<file path="src/core/spiopt_pkg.sv">
// shared constants and types for the spi option control block
package spiopt_pkg;

	// clocking and link timing
	localparam int unsigned CLK_PERIOD_NS  = 20;
	localparam int unsigned SCLK_PERIOD_NS = 160;
	localparam int unsigned HALF_CYC_INT   =
		(SCLK_PERIOD_NS / 2) / CLK_PERIOD_NS;
	localparam logic [3:0]  HALF_CYC       =
		4'((HALF_CYC_INT < 1) ? 1 : HALF_CYC_INT);

	// synchroniser width: sclk, mosi, miso, ss
	localparam int unsigned SYNC_W = 4;
	localparam int unsigned SY_SCLK = 0;
	localparam int unsigned SY_MOSI = 1;
	localparam int unsigned SY_MISO = 2;
	localparam int unsigned SY_SS   = 3;

	// register offsets
	localparam logic [7:0] OFS_CONTROL    = 8'h00;
	localparam logic [7:0] OFS_OPTION     = 8'h02;
	localparam logic [7:0] OFS_STATUS     = 8'h03;
	localparam logic [7:0] OFS_DATA_LO    = 8'h04;
	localparam logic [7:0] OFS_DATA_HI    = 8'h05;
	localparam logic [7:0] OFS_MATCH_LO   = 8'h06;
	localparam logic [7:0] OFS_MATCH_HI   = 8'h07;
	localparam logic [7:0] OFS_IRQ_STATUS = 8'h08;
	localparam logic [7:0] OFS_IRQ_MASK   = 8'h09;

	// control register fields
	localparam int unsigned CTL_ENABLE = 7;
	localparam int unsigned CTL_MASTER = 4;
	localparam int unsigned CTL_SELECT_OUTPUT_ENABLE   = 1;

	// option control register fields
	localparam int unsigned OPT_MATCH_IE = 7;
	localparam int unsigned OPT_WIDTH    = 6;
	localparam int unsigned OPT_TXDMA    = 5;
	localparam int unsigned OPT_MODF     = 4;

	// status register fields
	localparam int unsigned ST_RX_FULL  = 7;
	localparam int unsigned ST_MATCH    = 6;
	localparam int unsigned ST_TX_EMPTY = 5;
	localparam int unsigned ST_MODF     = 4;

	// interrupt status and mask fields
	localparam int unsigned IRQ_RX    = 0;
	localparam int unsigned IRQ_TX    = 1;
	localparam int unsigned IRQ_MATCH = 2;
	localparam int unsigned IRQ_MODF  = 3;

	// values after reset
	localparam logic [7:0]  CONTROL_RST  = 8'h00;
	localparam logic [7:0]  OPTION_RST   = 8'h00;
	localparam logic [15:0] MATCH_RST    = 16'h0000;
	localparam logic [3:0]  IRQ_MASK_RST = 4'h0;
	localparam logic        TX_EMPTY_RST = 1'b1;

	// last bit index of a frame
	localparam logic [4:0] LAST_BIT_NARROW = 5'h07;
	localparam logic [4:0] LAST_BIT_WIDE   = 5'h0F;

	typedef enum logic [2:0] {
		SPIOPT_IDLE  = 3'b001,
		SPIOPT_SHIFT = 3'b010,
		SPIOPT_DONE  = 3'b100
	} spiopt_state_e;

endpackage

</file>
<file path="src/core/spiopt_core.sv">
// spi shifter with option control register, status and interrupts
`timescale 1ns/1ps
`default_nettype none
module spiopt_core (
	input  wire logic       i_ref_clk,
	input  wire logic       i_arst_n,
	input  wire logic [7:0] i_addr,
	input  wire logic [7:0] i_wr_data,
	input  wire logic       i_wr_en,
	input  wire logic       i_rd_en,
	output logic      [7:0] o_rd_data,
	output logic            o_irq,
	output logic            o_tx_dma_req,
	input  wire logic       i_sclk,
	output logic            o_sclk,
	output logic            o_sclk_oe,
	input  wire logic       i_mosi,
	output logic            o_mosi,
	output logic            o_mosi_oe,
	input  wire logic       i_miso,
	output logic            o_miso,
	output logic            o_miso_oe,
	input  wire logic       i_ss_n,
	output logic            o_ss_n,
	output logic            o_ss_oe,
	output logic            o_ss_gpio
);
	import spiopt_pkg::*;

	typedef struct packed {
		spiopt_state_e state;
		logic [7:0]    control;
		logic [7:0]    option;
		logic [15:0]   match;
		logic [15:0]   tx_buf;
		logic [15:0]   rx_buf;
		logic [15:0]   shift;
		logic [4:0]    bit_cnt;
		logic [3:0]    half_cnt;
		logic          sclk;
		logic          in_bit;
		logic          out_bit;
		logic          ss_n;
		logic          rx_full;
		logic          match_flag;
		logic          tx_empty;
		logic          modf;
		logic [3:0]    irq_st;
		logic [3:0]    irq_mask;
		logic [7:0]    rd_data;
		logic          sclk_prev;
		logic          ss_prev;
	} spiopt_core_s;

	localparam spiopt_core_s CORE_RST = '{
		state:      SPIOPT_IDLE,
		control:    CONTROL_RST,
		option:     OPTION_RST,
		match:      MATCH_RST,
		tx_buf:     16'h0000,
		rx_buf:     16'h0000,
		shift:      16'h0000,
		bit_cnt:    5'h00,
		half_cnt:   4'h0,
		sclk:       1'b0,
		in_bit:     1'b0,
		out_bit:    1'b0,
		ss_n:       1'b1,
		rx_full:    1'b0,
		match_flag: 1'b0,
		tx_empty:   TX_EMPTY_RST,
		modf:       1'b0,
		irq_st:     4'h0,
		irq_mask:   IRQ_MASK_RST,
		rd_data:    8'h00,
		sclk_prev:  1'b0,
		ss_prev:    1'b0
	};

	spiopt_core_s core_reg;
	spiopt_core_s core_next;

	logic [SYNC_W-1:0] pins_async;
	logic [SYNC_W-1:0] pins_sync;
	logic              sclk_s;
	logic              mosi_s;
	logic              miso_s;
	logic              ss_s;
	logic              enable;
	logic              master;
	logic              select_output_enable;
	logic              wide;
	logic              modf_en;
	logic              sclk_rise;
	logic              ss_fall;
	logic              fault_in;
	logic              width_flip;
	logic [4:0]        last_bit;
	logic [3:0]        irq_gate;
	logic [7:0]        status_view;

	assign pins_async[SY_SCLK] = i_sclk;
	assign pins_async[SY_MOSI] = i_mosi;
	assign pins_async[SY_MISO] = i_miso;
	assign pins_async[SY_SS]   = i_ss_n;

	spiopt_sync u_sync (
		.i_ref_clk (i_ref_clk),
		.i_arst_n  (i_arst_n),
		.i_async   (pins_async),
		.o_sync    (pins_sync)
	);

	assign sclk_s  = pins_sync[SY_SCLK];
	assign mosi_s  = pins_sync[SY_MOSI];
	assign miso_s  = pins_sync[SY_MISO];
	assign ss_s    = pins_sync[SY_SS];

	assign enable  = core_reg.control[CTL_ENABLE];
	assign master  = core_reg.control[CTL_MASTER];
	assign select_output_enable    = core_reg.control[CTL_SELECT_OUTPUT_ENABLE];
	assign wide    = core_reg.option[OPT_WIDTH];
	assign modf_en = core_reg.option[OPT_MODF];

	assign sclk_rise = sclk_s && !core_reg.sclk_prev;
	assign ss_fall   = !ss_s && core_reg.ss_prev;
	// ss low seen as fault input only in this pin mode
	assign fault_in  = enable && master && modf_en && !select_output_enable && !ss_s;
	assign last_bit  = wide ? LAST_BIT_WIDE : LAST_BIT_NARROW;
	assign width_flip = i_wr_en && (i_addr == OFS_OPTION) && master &&
		(i_wr_data[OPT_WIDTH] != wide);

	assign status_view = {core_reg.rx_full, core_reg.match_flag,
		core_reg.tx_empty, core_reg.modf, 4'h0};

	// per-source gating applied after the sticky bits
	assign irq_gate[IRQ_RX]    = 1'b1;
	assign irq_gate[IRQ_TX]    = !core_reg.option[OPT_TXDMA];
	assign irq_gate[IRQ_MATCH] = core_reg.option[OPT_MATCH_IE];
	assign irq_gate[IRQ_MODF]  = 1'b1;

	always_comb begin
		logic ev_rx;
		logic ev_tx;
		logic ev_match;
		logic ev_modf;
		ev_rx    = 1'b0;
		ev_tx    = 1'b0;
		ev_match = 1'b0;
		ev_modf  = 1'b0;
		core_next           = core_reg;
		core_next.sclk_prev = sclk_s;
		core_next.ss_prev   = ss_s;

		// read port: data valid only in the cycle after the strobe
		core_next.rd_data = 8'h00;
		if (i_rd_en) begin
			case (i_addr)
				OFS_CONTROL:    core_next.rd_data = core_reg.control;
				OFS_OPTION:     core_next.rd_data = core_reg.option;
				OFS_STATUS:     core_next.rd_data = status_view;
				OFS_DATA_LO:    core_next.rd_data = core_reg.rx_buf[7:0];
				OFS_DATA_HI:    core_next.rd_data = core_reg.rx_buf[15:8];
				OFS_MATCH_LO:   core_next.rd_data = core_reg.match[7:0];
				OFS_MATCH_HI:   core_next.rd_data = core_reg.match[15:8];
				OFS_IRQ_STATUS: core_next.rd_data = {4'h0, core_reg.irq_st};
				OFS_IRQ_MASK:   core_next.rd_data = {4'h0, core_reg.irq_mask};
				default:        core_next.rd_data = 8'h00;
			endcase
		end

		// reads that consume state
		if (i_rd_en && (i_addr == OFS_DATA_LO)) begin
			core_next.rx_full = 1'b0;
		end
		if (i_rd_en && (i_addr == OFS_IRQ_STATUS)) begin
			core_next.irq_st = 4'h0;
		end

		// register writes
		if (i_wr_en) begin
			case (i_addr)
				OFS_CONTROL: begin
					core_next.control = i_wr_data;
				end
				OFS_OPTION: begin
					core_next.option = i_wr_data;
				end
				OFS_STATUS: begin
					// write one to clear the two software flags
					if (i_wr_data[ST_MATCH]) begin
						core_next.match_flag = 1'b0;
					end
					if (i_wr_data[ST_MODF]) begin
						core_next.modf = 1'b0;
					end
				end
				OFS_DATA_LO: begin
					core_next.tx_buf[7:0] = i_wr_data;
					core_next.tx_empty    = 1'b0;
				end
				OFS_DATA_HI: begin
					core_next.tx_buf[15:8] = i_wr_data;
				end
				OFS_MATCH_LO: begin
					core_next.match[7:0] = i_wr_data;
				end
				OFS_MATCH_HI: begin
					core_next.match[15:8] = i_wr_data;
				end
				OFS_IRQ_MASK: begin
					core_next.irq_mask = i_wr_data[3:0];
				end
				default: begin
				end
			endcase
		end

		// frame engine
		case (core_reg.state)
			SPIOPT_IDLE: begin
				core_next.sclk     = 1'b0;
				core_next.bit_cnt  = 5'h00;
				core_next.half_cnt = 4'h0;
				if (enable && master && !core_reg.tx_empty && !fault_in) begin
					core_next.shift    = core_reg.tx_buf;
					core_next.tx_empty = 1'b1;
					ev_tx              = 1'b1;
					core_next.state    = SPIOPT_SHIFT;
				end else if (enable && !master && ss_fall) begin
					// slave frames start on ss; ss is always an input here
					core_next.shift = core_reg.tx_buf;
					if (!core_reg.tx_empty) begin
						core_next.tx_empty = 1'b1;
						ev_tx              = 1'b1;
					end
					core_next.state = SPIOPT_SHIFT;
				end
			end
			SPIOPT_SHIFT: begin
				if (master) begin
					core_next.half_cnt = core_reg.half_cnt + 4'h1;
					if (core_reg.half_cnt == HALF_CYC - 4'h1) begin
						core_next.half_cnt = 4'h0;
						if (!core_reg.sclk) begin
							core_next.sclk   = 1'b1;
							core_next.in_bit = miso_s;
						end else begin
							core_next.sclk    = 1'b0;
							core_next.shift   = {core_reg.shift[14:0],
								core_reg.in_bit};
							core_next.bit_cnt = core_reg.bit_cnt + 5'h01;
							if (core_reg.bit_cnt == last_bit) begin
								core_next.state = SPIOPT_DONE;
							end
						end
					end
				end else if (ss_s) begin
					// ss released mid frame drops the partial word
					core_next.state = SPIOPT_IDLE;
				end else if (sclk_rise) begin
					core_next.shift   = {core_reg.shift[14:0], mosi_s};
					core_next.bit_cnt = core_reg.bit_cnt + 5'h01;
					if (core_reg.bit_cnt == last_bit) begin
						core_next.state = SPIOPT_DONE;
					end
				end
			end
			SPIOPT_DONE: begin
				core_next.sclk  = 1'b0;
				core_next.state = SPIOPT_IDLE;
				ev_rx           = 1'b1;
				if (wide) begin
					core_next.rx_buf = core_reg.shift;
					ev_match = (core_reg.shift == core_reg.match);
				end else begin
					core_next.rx_buf = {8'h00, core_reg.shift[7:0]};
					ev_match = (core_reg.shift[7:0] == core_reg.match[7:0]);
				end
			end
			default: begin
				core_next.state = SPIOPT_IDLE;
			end
		endcase

		if (!enable) begin
			core_next.state = SPIOPT_IDLE;
			core_next.sclk  = 1'b0;
		end

		// external master pulled ss low: drop to slave and flag it
		if (fault_in) begin
			ev_modf                       = 1'b1;
			core_next.control[CTL_MASTER] = 1'b0;
			core_next.state               = SPIOPT_IDLE;
			core_next.sclk                = 1'b0;
		end

		// hardware sets beat same-cycle software clears, except the master width change below
		if (ev_rx) begin
			core_next.rx_full = 1'b1;
		end
		if (ev_match) begin
			core_next.match_flag = 1'b1;
		end
		if (ev_modf) begin
			core_next.modf = 1'b1;
		end

		// width change in master mode restarts from a clean status
		if (width_flip) begin
			core_next.state      = SPIOPT_IDLE;
			core_next.sclk       = 1'b0;
			core_next.bit_cnt    = 5'h00;
			core_next.half_cnt   = 4'h0;
			core_next.rx_full    = 1'b0;
			core_next.match_flag = 1'b0;
			core_next.modf       = 1'b0;
			core_next.tx_empty   = TX_EMPTY_RST;
			ev_rx                = 1'b0;
			ev_match             = 1'b0;
			ev_modf              = 1'b0;
		end

		core_next.irq_st[IRQ_RX]    = core_next.irq_st[IRQ_RX] | ev_rx;
		core_next.irq_st[IRQ_TX]    = core_next.irq_st[IRQ_TX] | ev_tx;
		core_next.irq_st[IRQ_MATCH] = core_next.irq_st[IRQ_MATCH] | ev_match;
		core_next.irq_st[IRQ_MODF]  = core_next.irq_st[IRQ_MODF] | ev_modf;

		// pin data from flops; msb of the active frame width
		core_next.out_bit = core_next.option[OPT_WIDTH] ?
			core_next.shift[15] : core_next.shift[7];
		core_next.ss_n    = (core_next.state == SPIOPT_IDLE);
	end

	always_ff @(posedge i_ref_clk or negedge i_arst_n) begin
		if (!i_arst_n) begin
			core_reg <= CORE_RST;
		end else begin
			core_reg <= core_next;
		end
	end

	assign o_rd_data    = core_reg.rd_data;
	assign o_irq        = |(core_reg.irq_st & core_reg.irq_mask & irq_gate);
	assign o_tx_dma_req = core_reg.option[OPT_TXDMA] && core_reg.tx_empty &&
		enable;

	assign o_sclk       = core_reg.sclk;
	assign o_sclk_oe    = enable && master;
	assign o_mosi       = core_reg.out_bit;
	assign o_mosi_oe    = enable && master;
	assign o_miso       = core_reg.out_bit;
	// synced ss lags the pin by two cycles; drive starts slightly late
	assign o_miso_oe    = enable && !master && !ss_s;

	// ss pin use depends on mode, fault enable and ss output enable
	assign o_ss_n       = core_reg.ss_n;
	assign o_ss_oe      = enable && master && modf_en && select_output_enable;
	assign o_ss_gpio    = master && !modf_en;
endmodule
`default_nettype wire

</file>
<file path="src/core/spiopt_sync.sv">
// two flip-flop synchroniser for the spi pins
`timescale 1ns/1ps
`default_nettype none
module spiopt_sync (
	input  wire logic                        i_ref_clk,
	input  wire logic                        i_arst_n,
	input  wire logic [spiopt_pkg::SYNC_W-1:0] i_async,
	output logic      [spiopt_pkg::SYNC_W-1:0] o_sync
);
	import spiopt_pkg::*;

	typedef struct packed {
		logic [SYNC_W-1:0] meta;
		logic [SYNC_W-1:0] stable;
	} spiopt_sync_s;

	spiopt_sync_s sync_reg;
	spiopt_sync_s sync_next;

	// meta stage feeds only the stable stage
	always_comb begin
		sync_next        = sync_reg;
		sync_next.meta   = i_async;
		sync_next.stable = sync_reg.meta;
	end

	always_ff @(posedge i_ref_clk or negedge i_arst_n) begin
		if (!i_arst_n) begin
			sync_reg <= '0;
		end else begin
			sync_reg <= sync_next;
		end
	end

	assign o_sync = sync_reg.stable;
endmodule
`default_nettype wire

</file>
<file path="config.mk">
export PLATFORM = sky130hd
export DESIGN_NAME = spiopt_core
export DESIGN_NICKNAME = d
export VERILOG_FILES = /design/src/core/spiopt_pkg.sv /design/src/core/spiopt_core.sv /design/src/core/spiopt_sync.sv
export SDC_FILE = /design/constraint.sdc
export NUM_CORES = 1
export LEC_CHECK = 0
export ABC_CLOCK_PERIOD_IN_PS = 5530
export BUFFER_PORTS_ARGS = -buffer_cell sky130_fd_sc_hd__buf_2
export CELL_PAD_IN_SITES_DETAIL_PLACEMENT = 1
export CELL_PAD_IN_SITES_GLOBAL_PLACEMENT = 2
export CORE_ASPECT_RATIO = 0.5
export CORE_UTILIZATION = 43
export DETAILED_ROUTE_END_ITERATION = 7
export HOLD_SLACK_MARGIN = 0.06
export PLACE_DENSITY = 0.83
export SKIP_LAST_GASP = 1
export SLEW_MARGIN = 10
export SYNTH_ARGS = -nofsm -noshare
export SYNTH_HDL_FRONTEND = slang
export SYNTH_SLANG_ARGS = --single-unit
</file>
<file path="constraint.sdc">
create_clock -name i_ref_clk -period 5.53 [get_ports i_ref_clk]
set_input_delay 0 -clock i_ref_clk [delete_from_list [all_inputs] [get_ports i_ref_clk]]
set_output_delay 0 -clock i_ref_clk [all_outputs]
set_load 0.01 [all_outputs]
</file>
==> out/qor.yml <==
clocking:
  root_buffer: "clkbuf_16"
  clkLatencyLatePin_ns: 0.41
  path_clk_slew_ns: 0.06
  clkSinkCount: 126
  cts_buffers: 17
  cts-resized-gates: 0
  cts_tree: "built"
  cts_buffer_depth: 2
  htreeDepth: 4
logic_synthesis:
  syn_nets: 553
  async_flop_share_pct: 100
  syn_area_per_cell_um2: 11.2
  syn-cell-area_um2: 5900
  syn_inst: 527
  synth.yosys.seq_area_share_pct: 53.5
  synthFlopType: "dfrtp_1"
  synth_edf_count: 0
  synth-seq-cells: 126
  yosysUniqueCellTypes: 61
  ys_warn_count: 0
setup_path:
  worstPathArrival_ns: 3.16
  worst_setup_path_end_kind: "register"
  path_class: "register to register"
  start_kind: "register"
  r2r_cells: 6
  cp_data_required_time_ns: 5.85
  crit_fanout: 17
floorplan:
  die_w_um: 168
  die_h_um: 84.8
  die-area_um2: 14200
  core_um2: 13000
  initial_utilization_pct: 45.3
  rows: 29
  io_pins: 43
cells_and_area:
  largest_reg_flops: 107
  layout-drive-gt1-share_pct: 16.1
  layout_commonest_cell: "dfrtp_1"
  finalNonFillerCells: 755
  area_growth_pct: 17.0
  fill_cells: 1385
  fin_nets: 598
  seqCellArea_um2: 3160
  final_cell_mix: "123 x dfrtp_1, 67 x nand2_1, 54 x mux2_1, 41 x buf_2, 22 x nor2_1"
  num_antenna_cells: 0
  final_util_pct: 53.0
  multi_input_area_um2: 2540
detailed_routing:
  routedWlPerCell_um: 22.5
  antenna_left: 0
  drt-initial-drc-count: 303
  drc: 0
  dr_total_vias: 4394
  viasPerCell: 5.82
  routed_wl_um: 17000
  dr.pass1.iters: 5
sta:
  fin_crit_ns: 2.84
  worst_pin_slew_ns: 1.26
  drv_slew: 0
  hold_viol: 0
  setup_viol: 0
  finalSetupTns_ns: 0
  post-route-period-util_pct: 51.3
  hold_ws_ns: 0.0842
  fmax_ghz: 0.353
  slew-limit-headroom_pct: 15.4
  rsz0062_at_grt: "false"
  finClkSkew_ns: 0.00560
global_route:
  grt_max_degree: 67
  first_global_vias: 4578
  grt_pass1_wl_um: 27100
  antenna_found_initial: 3
  grt_usage_pct: 25.8
  overflow: 0
placed_design:
  place_inst: 706
  dp_hpwl_um: 11200
  numPortBuffers: 42
  gp_congestion: 0.835
worst_hold_path:
  holdPathStages: 4
  hold_path.class: "primary input to register"
power_and_ir_drop:
  max-vdd-ir-drop_mv: 0.175
  total_leakage_power_uw: 0.00330
  p_per_area_nw_per_um2: 322
job:
  drv_cap: 0
outcome:
  outcome: "completed"
layout make-up:
class / instances / share of cell area, %
Clock buffer: 17 / 6.16
Tap cell: 170 / 3.08
Sequential cell: 126 / 45.7
Inverter: 4 / 0.218
Multi-Input combinational cell: 362 / 36.9
Clock inverter: 15 / 2.16
Timing Repair Buffer: 61 / 5.77
metal layers:
metal | vias up | global-route usage, % | wire (µm)
met5 | - | 0 | 0
met4 | 0 | 7.26 | 221
met3 | 14 | 5.69 | 771
met2 | 102 | 38.8 | 7550
met1 | 2282 | 37.5 | 8420
li1 | 1996 | - | -
cells in the mapped netlist (7+ instances only):
master / instances / area, µm²
o21ai_1: 17 / 85.1
buf_4: 11 / 82.6
o22ai_1: 7 / 43.8
mux2i_1: 18 / 180
mux2_1: 54 / 608
nor3_1: 8 / 40.0
nand2_1: 67 / 251
clkbuf_1: 20 / 75.1
dfrtp_1: 123 / 3080
a21oi_1: 17 / 85.1
a211oi_1: 9 / 67.6
nand3_1: 18 / 90.1
xnor2_1: 13 / 114
a22oi_1: 17 / 128
nor2_1: 22 / 82.6
final timing paths:
| check | startpoint | end | slack, ns |
|---|---|---|---|
| worst min-delay path | i_wr_en | core_reg[101] | 0.08 |
| worst max-delay path | core_reg[26] | core_reg[33] | 2.69 |
| min in group asynchronous | i_arst_n | o_miso | 0.23 |
| max in group asynchronous | i_arst_n | o_rd_data[3] | 3.96 |
| worst max register to register | core_reg[26] | core_reg[33] | 2.69 |
| worst min register to register | u_sync.sync_next[1] | u_sync.o_sync[1] | 0.35 |
through the flow:
stage	area [µm²]	worst slack [ns]	power (µW)
2_1_floorplan	5900	3.49	1060
5_1_grt	6900	2.45	2300
4_1_cts	6900	2.72	2240
3_3_place_gp	6160	2.83	1130
3_5_place_dp	6160	2.75	1130
6_report	6900	2.69	2220
worst max-delay path, cell delays in order (launching register included):
cell	delay, ns
dfrtp_1	0.40
ha_1	0.20
nor3b_2	0.43
a31oi_1	0.27
nor2_1	1.03
a21oi_1	0.15
a211oi_1	0.27
repair_timing:
action / in CTS / in global routing
buffers inserted: 0 / 0
hold buffers: 17 / 0
hold endpoints to repair: 121 / 0
report_power, final:
group | switching [µW] | total (µW) | internal [µW]
clock network | 436 | 1100 | 661
logic | 80.7 | 135 | 54.1
registers | 35.8 | 993 | 957
total | 552 | 2220 | 1670
cell families (layout without fill, tap and decap cells):
logic type / after synthesis / after routing / share of synthesized area [%]
AO/OA/AOI/OAI: 104 / 104 / 12.0
multiplexers: 76 / 76 / 14.1
flip-flops: 126 / 126 / 53.5
AND/OR/NAND/NOR: 160 / 160 / 13.6
adder cells (fa/ha/maj): 3 / 3 / 0.594
XOR/XNOR: 19 / 19 / 2.82
buffers and inverters: 39 / 97 / 3.35
Power figures use the tool's default switching activity.
